## src/verilog/crc_pkg.sv

```systemverilog
// Shared constants for the card reader channel control block.
// Assumes a 100 MHz logic clock and 16-bit instruction address fields.
package crc_pkg;
	localparam int CRC_CLK_FREQ_HZ = 100_000_000;
	localparam int CRC_WINDOW_MS = 10;
	localparam int CRC_RESTART_US = 100;
	localparam int CRC_WINDOW_CYC = CRC_WINDOW_MS * (CRC_CLK_FREQ_HZ / 1000);
	localparam int CRC_RESTART_CYC = CRC_RESTART_US * (CRC_CLK_FREQ_HZ / 1_000_000);
	localparam int CRC_COLS_PER_CARD = 80;
	localparam int CRC_CHAR_W = 6;
	localparam int CRC_FIFO_DEPTH = 4;
	// Instruction address layout: bit 0 class, bits 1-3 channel, bits 4-7 device.
	localparam int CRC_CLASS_BIT = 0;
	localparam int CRC_CHAN_LSB = 1;
	localparam int CRC_CHAN_MSB = 3;
	localparam int CRC_DEV_LSB = 4;
	localparam int CRC_DEV_MSB = 7;
	// Indicator select bits of a test-line instruction.
	localparam int CRC_SEL_ERROR = 8;
	localparam int CRC_SEL_OVERFLOW = 10;
	localparam int CRC_SEL_CYCLE = 12;
	localparam int CRC_SEL_READY = 13;
	localparam int CRC_SEL_BINARY = 15;
	// Function-line codes.
	localparam int CRC_FN_START = 15;
	localparam int CRC_FN_IRQ_EN = 14;
	localparam logic [6:0] CRC_COL_RESET = 7'h00;
	typedef enum logic [2:0] {
		CY_IDLE = 3'b001,
		CY_READ = 3'b010,
		CY_GAP = 3'b100
	} crc_cycle_type;
endpackage

```

## src/verilog/crc_timer.sv

```systemverilog
// One-shot cycle timer: start_i loads it, done_o pulses when it runs out.
// Assumes start_i is a single-cycle pulse; a new start restarts the count.
module crc_timer #(
	parameter int CYCLES = 16
) (
	input wire logic clk_i,
	input wire logic rst_n_i,
	input wire logic start_i,
	input wire logic abort_i,
	output logic running_o,
	output logic done_o
);
	localparam int W = $clog2(CYCLES + 1);
	logic [W-1:0] cnt_r;

	always_ff @(posedge clk_i or negedge rst_n_i) begin
		if (!rst_n_i) begin
			cnt_r <= '0;
		end else if (start_i) begin
			cnt_r <= W'(CYCLES);
		end else if (abort_i) begin
			cnt_r <= '0;
		end else if (cnt_r != '0) begin
			cnt_r <= cnt_r - W'(1);
		end
	end

	always_ff @(posedge clk_i or negedge rst_n_i) begin
		if (!rst_n_i) begin
			done_o <= 1'b0;
		end else begin
			done_o <= !start_i && !abort_i && cnt_r == W'(1);
		end
	end

	assign running_o = cnt_r != '0;
endmodule // crc_timer

```

## src/verilog/crc_fifo.sv

```systemverilog
// Small synchronous FIFO with valid/ready on both sides.
// Assumes one clock; a write into a full FIFO is refused by in_ready_o.
module crc_fifo #(
	parameter int WIDTH = 6,
	parameter int DEPTH = 4
) (
	input wire logic clk_i,
	input wire logic rst_n_i,
	input wire logic flush_i,
	input wire logic in_valid_i,
	output logic in_ready_o,
	input wire logic [WIDTH-1:0] in_data_i,
	output logic out_valid_o,
	input wire logic out_ready_i,
	output logic [WIDTH-1:0] out_data_o
);
	localparam int AW = $clog2(DEPTH);
	logic [WIDTH-1:0] mem_r [DEPTH];
	logic [AW-1:0] wr_r;
	logic [AW-1:0] rd_r;
	logic [AW:0] cnt_r;
	logic push;
	logic pop;

	assign in_ready_o = cnt_r != (AW+1)'(DEPTH);
	assign out_valid_o = cnt_r != '0;
	assign push = in_valid_i && in_ready_o;
	assign pop = out_valid_o && out_ready_i;
	assign out_data_o = mem_r[rd_r];

	always_ff @(posedge clk_i) begin
		if (push) begin
			mem_r[wr_r] <= in_data_i;
		end
	end

	always_ff @(posedge clk_i or negedge rst_n_i) begin
		if (!rst_n_i) begin
			wr_r <= '0;
			rd_r <= '0;
			cnt_r <= '0;
		end else if (flush_i) begin
			wr_r <= '0;
			rd_r <= '0;
			cnt_r <= '0;
		end else begin
			wr_r <= push ? wr_r + AW'(1) : wr_r;
			rd_r <= pop ? rd_r + AW'(1) : rd_r;
			cnt_r <= cnt_r + (AW+1)'(push) - (AW+1)'(pop);
		end
	end
endmodule // crc_fifo

```

## src/verilog/crc_reader.sv

```systemverilog
// Card reader channel control: instruction decode, card cycle, connect window,
// continuous feed, channel signal, parity and interrupt requests.
// Assumes all inputs are synchronous to clk_i and strobes last one cycle.

// Function
// [RULE1] Test result follows selected indicator.
// [RULE2] Test addressed by channel, device, select bits.
// [RULE3] Functions: start cycle, set interrupt enable.
// [RULE4] Start rejected if busy or not ready.
// [RULE5] Enable rejected while another device connected.
// [RULE6] Start command or connect begins a cycle.
// [RULE7] Card moves at reader pace, channel independent.
// [RULE8] Connect rejected if not ready or late.
// [RULE9] Channel signal at card end while connected.
// [RULE10] Restart timer, then next card if connected.
// [RULE11] Parity on overflow, read or validity errors.
// [RULE12] Interrupt when connected and ready drops.
// [RULE13] Interrupt when idle channel, enabled, ready rises.
// [RULE14] Losing ready never cuts a cycle short.
// [RULE15] No reconnect until not-ready cause removed.
// [RULE16] Controller follows test, start, connect, transfer order.
// [RULE17] Cycle indicator set at start, cleared after 80.
// [RULE18] Overflow set on missed char, cleared three ways.
// [RULE19] Interrupt enable cleared on connect or clear.
// [RULE20] Timings counted in clock cycles from frequency.
// [RULE21] Reset clears indicators, enable and cycle.
module crc_reader
	import crc_pkg::*;
#(
	parameter logic [2:0] CHAN_NUM = 3'h0,
	parameter logic [3:0] DEV_NUM = 4'h1,
	parameter int WINDOW_CYC = CRC_WINDOW_CYC,
	parameter int RESTART_CYC = CRC_RESTART_CYC
) (
	input wire logic clk_i,
	input wire logic rst_n_i,
	input wire logic test_line_instruction_i,
	input wire logic set_function_line_instruction_i,
	input wire logic [15:0] instr_addr_i,
	output logic test_result_o,
	output logic busy_o,
	input wire logic chan_connect_i,
	input wire logic chan_disconnect_i,
	input wire logic chan_clear_i,
	input wire logic other_dev_connected_i,
	output logic connected_o,
	output logic connect_reject_o,
	output logic chan_signal_o,
	output logic chan_parity_o,
	output logic chan_irq_o,
	output logic [CRC_CHAR_W-1:0] chan_data_o,
	output logic chan_valid_o,
	input wire logic chan_ready_i,
	input wire logic reader_ready_i,
	input wire logic char_valid_i,
	input wire logic [CRC_CHAR_W-1:0] char_data_i,
	input wire logic col_end_i,
	input wire logic binary_punch_i,
	input wire logic read_check_i,
	input wire logic validity_err_i,
	output logic card_feed_o,
	output logic cycle_active_o,
	output logic overflow_o,
	output logic reader_error_o,
	output logic binary_mode_o,
	output logic device_irq_enable_switch_o
);
	crc_cycle_type state_r;
	crc_cycle_type state_nxt;
	logic [6:0] col_r;
	logic connected_r;
	logic overflow_r;
	logic error_r;
	logic binary_r;
	logic device_irq_enable_switch_r;
	logic ready_prev_r;
	logic win_expired_r;
	logic addr_hit;
	logic test_hit;
	logic fn_hit;
	logic start_req;
	logic start_ok;
	logic irq_en_req;
	logic irq_en_ok;
	logic connect_ok;
	logic cycle_begin;
	logic card_end;
	logic win_done;
	logic gap_done;
	logic gap_running;
	logic fifo_in_ready;
	logic overflow_evt;
	logic test_value;
	logic any_connected;

	// Address decode; unused positions are ignored.
	assign addr_hit = instr_addr_i[CRC_CHAN_MSB:CRC_CHAN_LSB] == CHAN_NUM
		&& instr_addr_i[CRC_DEV_MSB:CRC_DEV_LSB] == DEV_NUM; // RULE2 RULE3
	assign test_hit = test_line_instruction_i && addr_hit;
	assign fn_hit = set_function_line_instruction_i && addr_hit
		&& !instr_addr_i[CRC_CLASS_BIT];
	assign start_req = fn_hit && instr_addr_i[CRC_FN_START]; // RULE3
	assign irq_en_req = fn_hit && instr_addr_i[CRC_FN_IRQ_EN]; // RULE3
	assign start_ok = start_req && state_r == CY_IDLE && reader_ready_i; // RULE4
	assign irq_en_ok = irq_en_req && !other_dev_connected_i; // RULE5
	assign any_connected = connected_r || other_dev_connected_i;

	// A late connect only counts against a cycle already under way.
	assign connect_ok = chan_connect_i && !connected_r && reader_ready_i // RULE15
		&& !(state_r == CY_READ && win_expired_r); // RULE8
	assign card_end = state_r == CY_READ && col_end_i
		&& col_r == 7'(CRC_COLS_PER_CARD - 1); // RULE17
	assign cycle_begin = start_ok // RULE6
		|| (connect_ok && state_r == CY_IDLE) // RULE6
		|| (gap_done && connected_r && !chan_disconnect_i); // RULE10

	// Overflow arises when the channel leaves the FIFO full as a character lands.
	assign overflow_evt = connected_r && char_valid_i && !fifo_in_ready; // RULE18

	always_comb begin
		test_value = 1'b0;
		if (instr_addr_i[CRC_CLASS_BIT]) begin
			test_value = instr_addr_i[CRC_SEL_OVERFLOW] && overflow_r;
		end else begin
			test_value = (instr_addr_i[CRC_SEL_ERROR] && error_r)
				|| (instr_addr_i[CRC_SEL_CYCLE] && state_r == CY_READ)
				|| (instr_addr_i[CRC_SEL_READY] && reader_ready_i)
				|| (instr_addr_i[CRC_SEL_BINARY] && binary_r); // RULE2
		end
	end

	always_comb begin
		state_nxt = state_r;
		case (state_r)
			CY_IDLE: begin
				if (cycle_begin) begin
					state_nxt = CY_READ; // RULE17
				end
			end
			// Ready is not consulted here, so a card in flight always completes.
			CY_READ: begin
				if (card_end) begin
					state_nxt = connected_r ? CY_GAP : CY_IDLE; // RULE14
				end
			end
			CY_GAP: begin
				if (!connected_r || chan_disconnect_i || chan_clear_i) begin
					state_nxt = CY_IDLE;
				end else if (gap_done) begin
					state_nxt = CY_READ; // RULE10
				end
			end
			default: begin
				state_nxt = CY_IDLE;
			end
		endcase
	end

	always_ff @(posedge clk_i or negedge rst_n_i) begin
		if (!rst_n_i) begin
			state_r <= CY_IDLE; // RULE21
		end else begin
			state_r <= state_nxt;
		end
	end

	// Columns are counted at the reader's own strobe rate.
	always_ff @(posedge clk_i or negedge rst_n_i) begin
		if (!rst_n_i) begin
			col_r <= CRC_COL_RESET;
		end else if (cycle_begin || card_end) begin
			col_r <= CRC_COL_RESET;
		end else if (state_r == CY_READ && col_end_i) begin
			col_r <= col_r + 7'h01; // RULE7
		end
	end

	always_ff @(posedge clk_i or negedge rst_n_i) begin
		if (!rst_n_i) begin
			connected_r <= 1'b0;
		end else if (chan_disconnect_i || chan_clear_i) begin
			connected_r <= 1'b0;
		end else if (connect_ok) begin
			connected_r <= 1'b1;
		end
	end

	always_ff @(posedge clk_i or negedge rst_n_i) begin
		if (!rst_n_i) begin
			connect_reject_o <= 1'b0;
		end else begin
			connect_reject_o <= chan_connect_i && !connect_ok; // RULE8
		end
	end

	always_ff @(posedge clk_i or negedge rst_n_i) begin
		if (!rst_n_i) begin
			overflow_r <= 1'b0; // RULE21
		end else if (overflow_evt) begin
			overflow_r <= 1'b1; // RULE18
		end else if ((test_hit && instr_addr_i[CRC_CLASS_BIT]) || chan_clear_i || connect_ok) begin
			overflow_r <= 1'b0; // RULE18
		end
	end

	always_ff @(posedge clk_i or negedge rst_n_i) begin
		if (!rst_n_i) begin
			error_r <= 1'b0; // RULE21
		end else if (read_check_i || validity_err_i) begin
			error_r <= 1'b1;
		end else if (chan_clear_i || connect_ok) begin
			error_r <= 1'b0;
		end
	end

	always_ff @(posedge clk_i or negedge rst_n_i) begin
		if (!rst_n_i) begin
			binary_r <= 1'b0; // RULE21
		end else if (binary_punch_i && state_r == CY_READ) begin
			binary_r <= 1'b1;
		end else if (chan_clear_i || cycle_begin) begin
			binary_r <= 1'b0;
		end
	end

	always_ff @(posedge clk_i or negedge rst_n_i) begin
		if (!rst_n_i) begin
			device_irq_enable_switch_r <= 1'b0; // RULE21
		end else if (any_connected || chan_clear_i || connect_ok) begin
			device_irq_enable_switch_r <= 1'b0; // RULE19
		end else if (irq_en_ok) begin
			device_irq_enable_switch_r <= 1'b1;
		end
	end

	always_ff @(posedge clk_i or negedge rst_n_i) begin
		if (!rst_n_i) begin
			test_result_o <= 1'b0;
		end else if (test_hit) begin
			test_result_o <= test_value; // RULE1
		end
	end

	always_ff @(posedge clk_i or negedge rst_n_i) begin
		if (!rst_n_i) begin
			busy_o <= 1'b0;
		end else begin
			busy_o <= (start_req && !start_ok) || (irq_en_req && !irq_en_ok); // RULE4 RULE5
		end
	end

	always_ff @(posedge clk_i or negedge rst_n_i) begin
		if (!rst_n_i) begin
			chan_signal_o <= 1'b0;
		end else begin
			chan_signal_o <= card_end && connected_r; // RULE9
		end
	end

	always_ff @(posedge clk_i or negedge rst_n_i) begin
		if (!rst_n_i) begin
			chan_parity_o <= 1'b0;
		end else begin
			chan_parity_o <= connected_r && (overflow_evt || read_check_i || validity_err_i); // RULE11
		end
	end

	always_ff @(posedge clk_i or negedge rst_n_i) begin
		if (!rst_n_i) begin
			ready_prev_r <= 1'b0;
		end else begin
			ready_prev_r <= reader_ready_i;
		end
	end

	always_ff @(posedge clk_i or negedge rst_n_i) begin
		if (!rst_n_i) begin
			chan_irq_o <= 1'b0;
		end else begin
			chan_irq_o <= (connected_r && ready_prev_r && !reader_ready_i) // RULE12
				|| (!any_connected && device_irq_enable_switch_r
				&& !ready_prev_r && reader_ready_i); // RULE13
		end
	end

	always_ff @(posedge clk_i or negedge rst_n_i) begin
		if (!rst_n_i) begin
			win_expired_r <= 1'b0;
		end else if (cycle_begin) begin
			win_expired_r <= 1'b0;
		end else if (win_done) begin
			win_expired_r <= 1'b1; // RULE8
		end
	end

	crc_timer #(.CYCLES(WINDOW_CYC)) u_window ( // RULE20
		.clk_i(clk_i),
		.rst_n_i(rst_n_i),
		.start_i(cycle_begin),
		.abort_i(1'b0),
		.running_o(),
		.done_o(win_done)
	);

	crc_timer #(.CYCLES(RESTART_CYC)) u_restart ( // RULE20
		.clk_i(clk_i),
		.rst_n_i(rst_n_i),
		.start_i(card_end && connected_r), // RULE10
		.abort_i(!connected_r),
		.running_o(gap_running),
		.done_o(gap_done)
	);

	// Characters reach the channel only while connected; otherwise the card is skipped.
	crc_fifo #(.WIDTH(CRC_CHAR_W), .DEPTH(CRC_FIFO_DEPTH)) u_fifo (
		.clk_i(clk_i),
		.rst_n_i(rst_n_i),
		.flush_i(chan_clear_i || connect_ok),
		.in_valid_i(char_valid_i && connected_r),
		.in_ready_o(fifo_in_ready),
		.in_data_i(char_data_i),
		.out_valid_o(chan_valid_o),
		.out_ready_i(chan_ready_i),
		.out_data_o(chan_data_o)
	);

	assign connected_o = connected_r;
	assign card_feed_o = state_r == CY_READ; // RULE7
	assign cycle_active_o = state_r == CY_READ; // RULE17
	assign overflow_o = overflow_r;
	assign reader_error_o = error_r;
	assign binary_mode_o = binary_r;
	assign device_irq_enable_switch_o = device_irq_enable_switch_r;
endmodule // crc_reader

```

## config.mk

```make
export PLATFORM = sky130hd
export DESIGN_NAME = crc_reader
export DESIGN_NICKNAME = d
export VERILOG_FILES = /design/src/verilog/crc_pkg.sv /design/src/verilog/crc_timer.sv /design/src/verilog/crc_fifo.sv /design/src/verilog/crc_reader.sv
export SDC_FILE = /design/constraint.sdc
export NUM_CORES = 1
export LEC_CHECK = 0
export BUFFER_PORTS_ARGS = -buffer_cell sky130_fd_sc_hd__clkbuf_2
export CAP_MARGIN = 5
export CORE_MARGIN = 2
export CORE_UTILIZATION = 60
export DETAILED_ROUTE_END_ITERATION = 12
export HOLD_SLACK_MARGIN = 0.1
export PLACE_DENSITY = 0.81
export SETUP_SLACK_MARGIN = 0.15
export SLEW_MARGIN = 10
export SYNTH_ARGS = -nofsm -noshare
export SYNTH_HDL_FRONTEND = slang
export SYNTH_HIERARCHICAL = 1
export SYNTH_SLANG_ARGS = --single-unit
export TNS_END_PERCENT = 5
```

## constraint.sdc

```tcl
create_clock -name clk_i -period 5.55 [get_ports clk_i]
set_input_delay 0 -clock clk_i [delete_from_list [all_inputs] [get_ports clk_i]]
set_output_delay 0 -clock clk_i [all_outputs]
set_load 0.01 [all_outputs]
```

Word level (Yosys, flattened, before mapping)
Memories as Yosys holds them, arrays and structs flattened.
Index checks and enable logic that the tools add are counted.
{ "totals": {"regBits": 66, "ramBits": 24, "inputBits": 37, "out_inout_bits": 20, "elab_cells": 167, "memories": 1} }
{ "memory_table": {"columns": ["name", "words", "width", "rd", "rd_clocked_by_memory_dff", "write_ports", "line_no", "rtl"], "rows": [
  ["u_fifo.mem_r", 4, 6, 1, 0, 1, "crc_fifo.sv:18", "logic [WIDTH-1:0] mem_r [DEPTH];"]
]} }
{ "classes": {"n_addsub": 7, "n_eq_ne": 12, "n_mux": 33, "reduce_logical": 92} }
{ "ops": {"columns": ["operator", "n"], "rows": [
  ["$logic_and 1x1->1", 42],
  ["$mux 14", 3],
  ["$mux 20", 2],
  ["$logic_or 1x1->1", 21],
  ["$eq 20x1->1 const B", 1],
  ["$reduce_bool 2->1", 10],
  ["$reduce_bool 20->1", 1],
  ["$sub 20x1->20 const B", 1],
  ["$mux 3", 6],
  ["$mux 1", 15],
  ["$eq 14x1->1 const B", 1],
  ["$logic_not 1->1", 14],
  ["$mux 7", 2],
  ["$reduce_bool 14->1", 1],
  ["$sub 14x1->14 const B", 1],
  ["$pmux 3 s3", 1],
  ["$mux 2", 4],
  ["$add 7x1->7 const B", 1],
  ["$eq 7x7->1 const B", 1],
  ["$add 2x1->2 const B", 2],
  ["$eq 4x1->1 const B", 1],
  ["$add 3x1->3", 1],
  ["$eq 3x1->1 const B", 1],
  ["$eq 3x2->1 const B", 1],
  ["10 further kinds", 10]
]} }

Longest topological paths before layout
{ "depth": {"word_depth": 12, "ltp_mapped": 12, "mapped_depth_nobuf": 11} }

Modules after synthesis
The synthesis kept the hierarchy.
{ "by_module_without_submodules": {"columns": ["module", "n_inst", "cells_each", "area_per_inst_um2", "seq_area_each_um2"], "rows": [
  ["crc_fifo", 1, 77, 1343.8, 895.9],
  ["crc_reader", 1, 124, 1226.2, 576.8],
  ["crc_timer (u_window)", 1, 115, 1159.9, 525.5],
  ["crc_timer (u_restart)", 1, 89, 847.1, 375.4]
]} }

Worst setup path after synthesis
Ideal clock, no wire load.
{ "synth_path": {"path_type": "reg-to-reg", "from": "register connected_r, in the netlist connected_o", "to": "register u_window.cnt_r[11]", "setup_ns": 0.078, "t_arrival_ns": 2.080, "required_time_ns": 5.472, "path_slack_ns": 3.392, "path_stages_with_launch": 10, "path_buffers": 4, "period_less_slack_ns": 2.158, "cell_sequence": "dfrtp_1 -> buf_6 -> and3b_1 -> a41o_1 -> o22a_1 -> buf_6 -> clkbuf_1 -> or2_2 -> clkbuf_1 -> a21oi_1"} }
{ "synth_between": {"elab_chain_cells": 8, "word_cells_on_any_way": 11, "cone_classes": "mux (1); reduce/logical (10)"} }
{ "synth_rtl": {"columns": ["item", "line_no", "rtl"], "rows": [
  ["from (decl)", "crc_reader.sv:71", "logic connected_r;"],
  ["from (signal assigned)", "crc_reader.sv:180", "connected_r <= 1'b0;"],
  ["from (signal assigned)", "crc_reader.sv:182", "connected_r <= 1'b0;"],
  ["from (signal assigned)", "crc_reader.sv:184", "connected_r <= 1'b1;"],
  ["$logic_not 1->1", null, null],
  ["$logic_and 1x1->1 (2 in series)", "crc_reader.sv:109", "assign connect_ok = chan_connect_i && !connected_r && reader_ready_i"],
  ["$logic_and 1x1->1", "crc_reader.sv:110", "&& !(state_r == CY_READ && win_expired_r);"],
  ["$logic_and 1x1->1", "crc_reader.sv:114", "|| (connect_ok && state_r == CY_IDLE)"],
  ["$logic_or 1x1->1", "crc_reader.sv:114", null],
  ["$logic_or 1x1->1 (*)", "crc_reader.sv:115", "|| (gap_done && connected_r && !chan_disconnect_i);"],
  ["named net cycle_begin", "crc_reader.sv:86", "logic cycle_begin;"],
  ["$mux 20 / $reduce_bool 2->1 (equally long branches)", null, null],
  ["to (signal assigned)", "crc_timer.sv:20", "cnt_r <= W'(CYCLES);"],
  ["to (signal assigned)", "crc_timer.sv:24", "cnt_r <= cnt_r - W'(1);"],
  ["to (decl)", "crc_timer.sv:14", "logic [W-1:0] cnt_r;"]
]} }
The timed path passes the listed nets; every way through them passes the cells marked *.
A chain may end at the register's enable or synchronous reset.

Worst setup path after layout
{ "layout_path": {"from": "register state_r[0]", "to": "register busy_o"} }
{ "layout_between": {"elab_chain_cells": 6} }
{ "layout_rtl": {"columns": ["item", "line_no", "rtl"], "rows": [
  ["from (decl)", "crc_reader.sv:68", "crc_cycle_type state_r;"],
  ["from (signal assigned)", "crc_reader.sv:163", "state_r <= state_nxt;"],
  ["$eq 3x1->1", "crc_reader.sv:104", "assign start_ok = start_req && state_r == CY_IDLE && reader_ready_i;"],
  ["$logic_and 1x1->1 (2 in series)", "crc_reader.sv:104", null],
  ["$logic_not 1->1", "crc_reader.sv:248", "busy_o <= (start_req && !start_ok) || (irq_en_req && !irq_en_ok);"],
  ["$logic_and 1x1->1", "crc_reader.sv:248", null],
  ["$logic_or 1x1->1", "crc_reader.sv:248", null],
  ["to (signal assigned)", "crc_reader.sv:248", null],
  ["to (decl)", "crc_reader.sv:41", "output logic busy_o,"]
]} }
Every way passes these cells.

==> results.ini <==
[global_routing]
top_usage_layer = met2
first_global_vias = 3647
antenna_found_initial = 0
use_met1 = 0.326
grt_use_total = 0.257
grt_first_pass_wirelength_mm = 17.0
grt_overflow = 0
gr-usage-met2 = 0.428
grt_start_max_net_pins = 67
grtUsageMet3 = 0.0365

[setup_path]
path_cells = nor3b_1 > nand2_1 > a22oi_1 > dlygate4sd3_1 > nor2b_1 > dlygate4sd3_1
cp.required_ps = 5800
critPathTopFamily = buffers and inverters
worst_ep_arrival_time_ps = 2950
slowest_stage = dfstp_2
worst_setup_path_start_kind = flop
crit_fanout = 6
cp_num_buf_inv = 2
rrSetupSlack_ps = 2850
crit_path_end_kind = flop
cpMostUsedCell = dlygate4sd3_1
cpPeakStageDelay_ps = 600
crit_type = reg -> reg

[power]
pwr-share-seq = 0.438
intPower_mw = 1.32
p_per_area_mw_per_mm2 = 372
p_comb_frac = 0.312
p_sw_mw = 0.702
p_leak_nw = 2.44
ir_worst_vdd_mv = 0.193
pwr-share-clk = 0.250
switching_share = 0.347
finalPower_mw = 2.02

[clock_tree]
cts_buffers = 9
cts_tree = yes
clk_pin_slew_ps = 110
cts_buffer_depth = 2
ctsResizeCount = 0
clock-sinks = 90
cts_root_buffer = clkbuf_8
clk_latency_ps = 370
htree_levels = 3
postCtsSetupBuffers = 0
hold_buffers = 28

[synth]
seq_area_frac_synth = 0.519
yosys.area_share.simple = 0.217
synth_fa_ha_area_frac = 0.0372
ys.flop_type = dfrtp_1
synth_common_cells = dfrtp_1 (65), nor2_1 (38), edfxtp_1 (24), nand2_1 (22)
yosys_warnings = 6
synth_area_leaders = dfrtp_1 (36%), edfxtp_1 (16%), ha_1 (3.3%)
avgSynthCellArea_um2 = 11.3
synth_top_family_by_area = simple AND/OR/NAND/NOR gates
yosysMostFrequentCell = dfrtp_1
synthArstFlopShare = 0.733
synth.cell_area_mm2 = 0.00458
synth_cell_type_count = 77
synth-edff-count = 24
synth-compound-area-share = 0.114
yosys.area.top_type = dfrtp_1
synth.top_cell.area_share = 0.355
synth_xor_area_frac = 0.0402
ys_seq_elements = 90
synthMuxAreaShare = 0.0440
netlist_instances = 405

[min_path]
holdCritPathClass = in -> reg

[route]
drc = 0
vias_per_cell = 5.92
wire_per_inst_um = 16.6
wirelength_mm = 9.92
drt_iter0_markers = 167
ant_nets = 0
num_vias = 3527
dr.pass1.iters = 5

[sta]
fmax_mhz = 371
finalMaxSlewViolations = 0
fin_crit_ps = 2700
tightestPinTransition_ps = 833
slew_headroom = 0.445
finalCritPeriodShare = 0.486
tns_ps = 0
hold_violations = 0
finalSetupViolCount = 0
whs_ps = 128
fin_skew_ps = 17.9
rsz0062_at_grt = false

[cells_and_area]
diodes = 0
area.growth.synth_to_final_pct = 18.6
fin_cells = 596
drive_above_1_share = 0.213
fill_cells = 474
fin_nets = 542
fin_util = 0.741

[floorplan]
die_y_um = 91.3
die_x_um = 91.3
die-area_mm2 = 0.00834
initial_utilization = 0.624
io_pins = 57
core_mm2 = 0.00733
rows = 31

[outcome]
status = complete, no violations

[placement]
dp_hpwl_mm = 6.32
gp_congestion = 0.851
place_inst = 552
port_buffers = 54

[run]
maxCapViolCount = 0

[power by group through the flow]
stage	Combinational, mW	Clock [mW]	Sequential [mW]
finish	0.631	0.505	0.884
global route	0.706	0.539	0.900
CTS	0.629	0.513	0.882
detailed placement	0.609	0	0.893
global placement	0.590	0	0.887
floorplan	0.503	0	0.862
[state kept, by name (all words and copies together), names as in the netlist, 2 cells and up]
signal / count
u_fifo/mem_r: 24
u_window/cnt_r: 20
u_restart/cnt_r: 14
col_r: 7
state_r: 3
u_fifo/cnt_r: 3
u_fifo/rd_r: 2
u_fifo/wr_r: 2
[worst min-delay path, cell delays in order]
cell and delay (ps):
clkbuf_2 80, nand2_1 50, a32oi_1 180, mux2_1 160
[layout make-up]
| cell class | instances | area [µm²] | area share |
|---|---|---|---|
| inverter | 16 | 60.1 | 0.0111 |
| multi-input combinational | 292 | 2090 | 0.385 |
| clock buffer | 9 | 124 | 0.0228 |
| clock inverter | 7 | 101 | 0.0187 |
| sequential | 90 | 2370 | 0.437 |
| timing repair buffer | 83 | 558 | 0.103 |
| tap | 99 | 124 | 0.0228 |
[logic make-up after synthesis]
logic type | count (synthesis)
fa+ha+maj | 13
xor+xnor | 21
buf+inv | 27
flops | 90
mux | 12
compound gates | 68
other cells | 1
simple gates | 173
[layer usage]
| layer | routed length, µm | share of wire |
|---|---|---|
| met5 | 0 | 0 |
| met3 | 362 | 0.036 |
| met1 | 4290 | 0.43 |
| met4 | 318 | 0.032 |
| met2 | 4950 | 0.50 |
[metrics by stage]
stage	instance area (µm²)	setup slack, ps
2_1_floorplan	4590	3390
3_3_place_gp	4920	3070
3_5_place_dp	4920	3050
4_1_cts	5430	2970
5_1_grt	5430	2690
6_report	5430	2850
[worst paths after layout]
kind                                       start                 end  cells past startpoint
worst max-delay path                  state_r[0]              busy_o                      6
worst min-delay path            instr_addr_i[10]       test_result_o                      4
worst max register to register        state_r[0]              busy_o                      6
worst min register to register   u_window/done_o       win_expired_r                      2
max in group asynchronous                rst_n_i  u_restart/cnt_r[8]                      3
min in group asynchronous                rst_n_i        ready_prev_r                      3
[layout by cell type, fill, tap and decap left out, types with 9 or more instances in the layout]
master / netlist / final
inv_1: 14 / 14
nor3_1: 14 / 14
a21oi_1: 11 / 11
and2_1: 9 / 9
nand2_1: 22 / 22
clkbuf_2: 0 / 54
edfxtp_1: 24 / 24
dfrtp_1: 65 / 65
dlygate4sd3_1: 0 / 28
nand3_1: 12 / 12
xnor2_1: 13 / 13
ha_1: 12 / 12
or3_1: 9 / 9
nor2_1: 38 / 38
clkbuf_8: 0 / 9
Note: power is estimated with default switching activity, not from simulation.
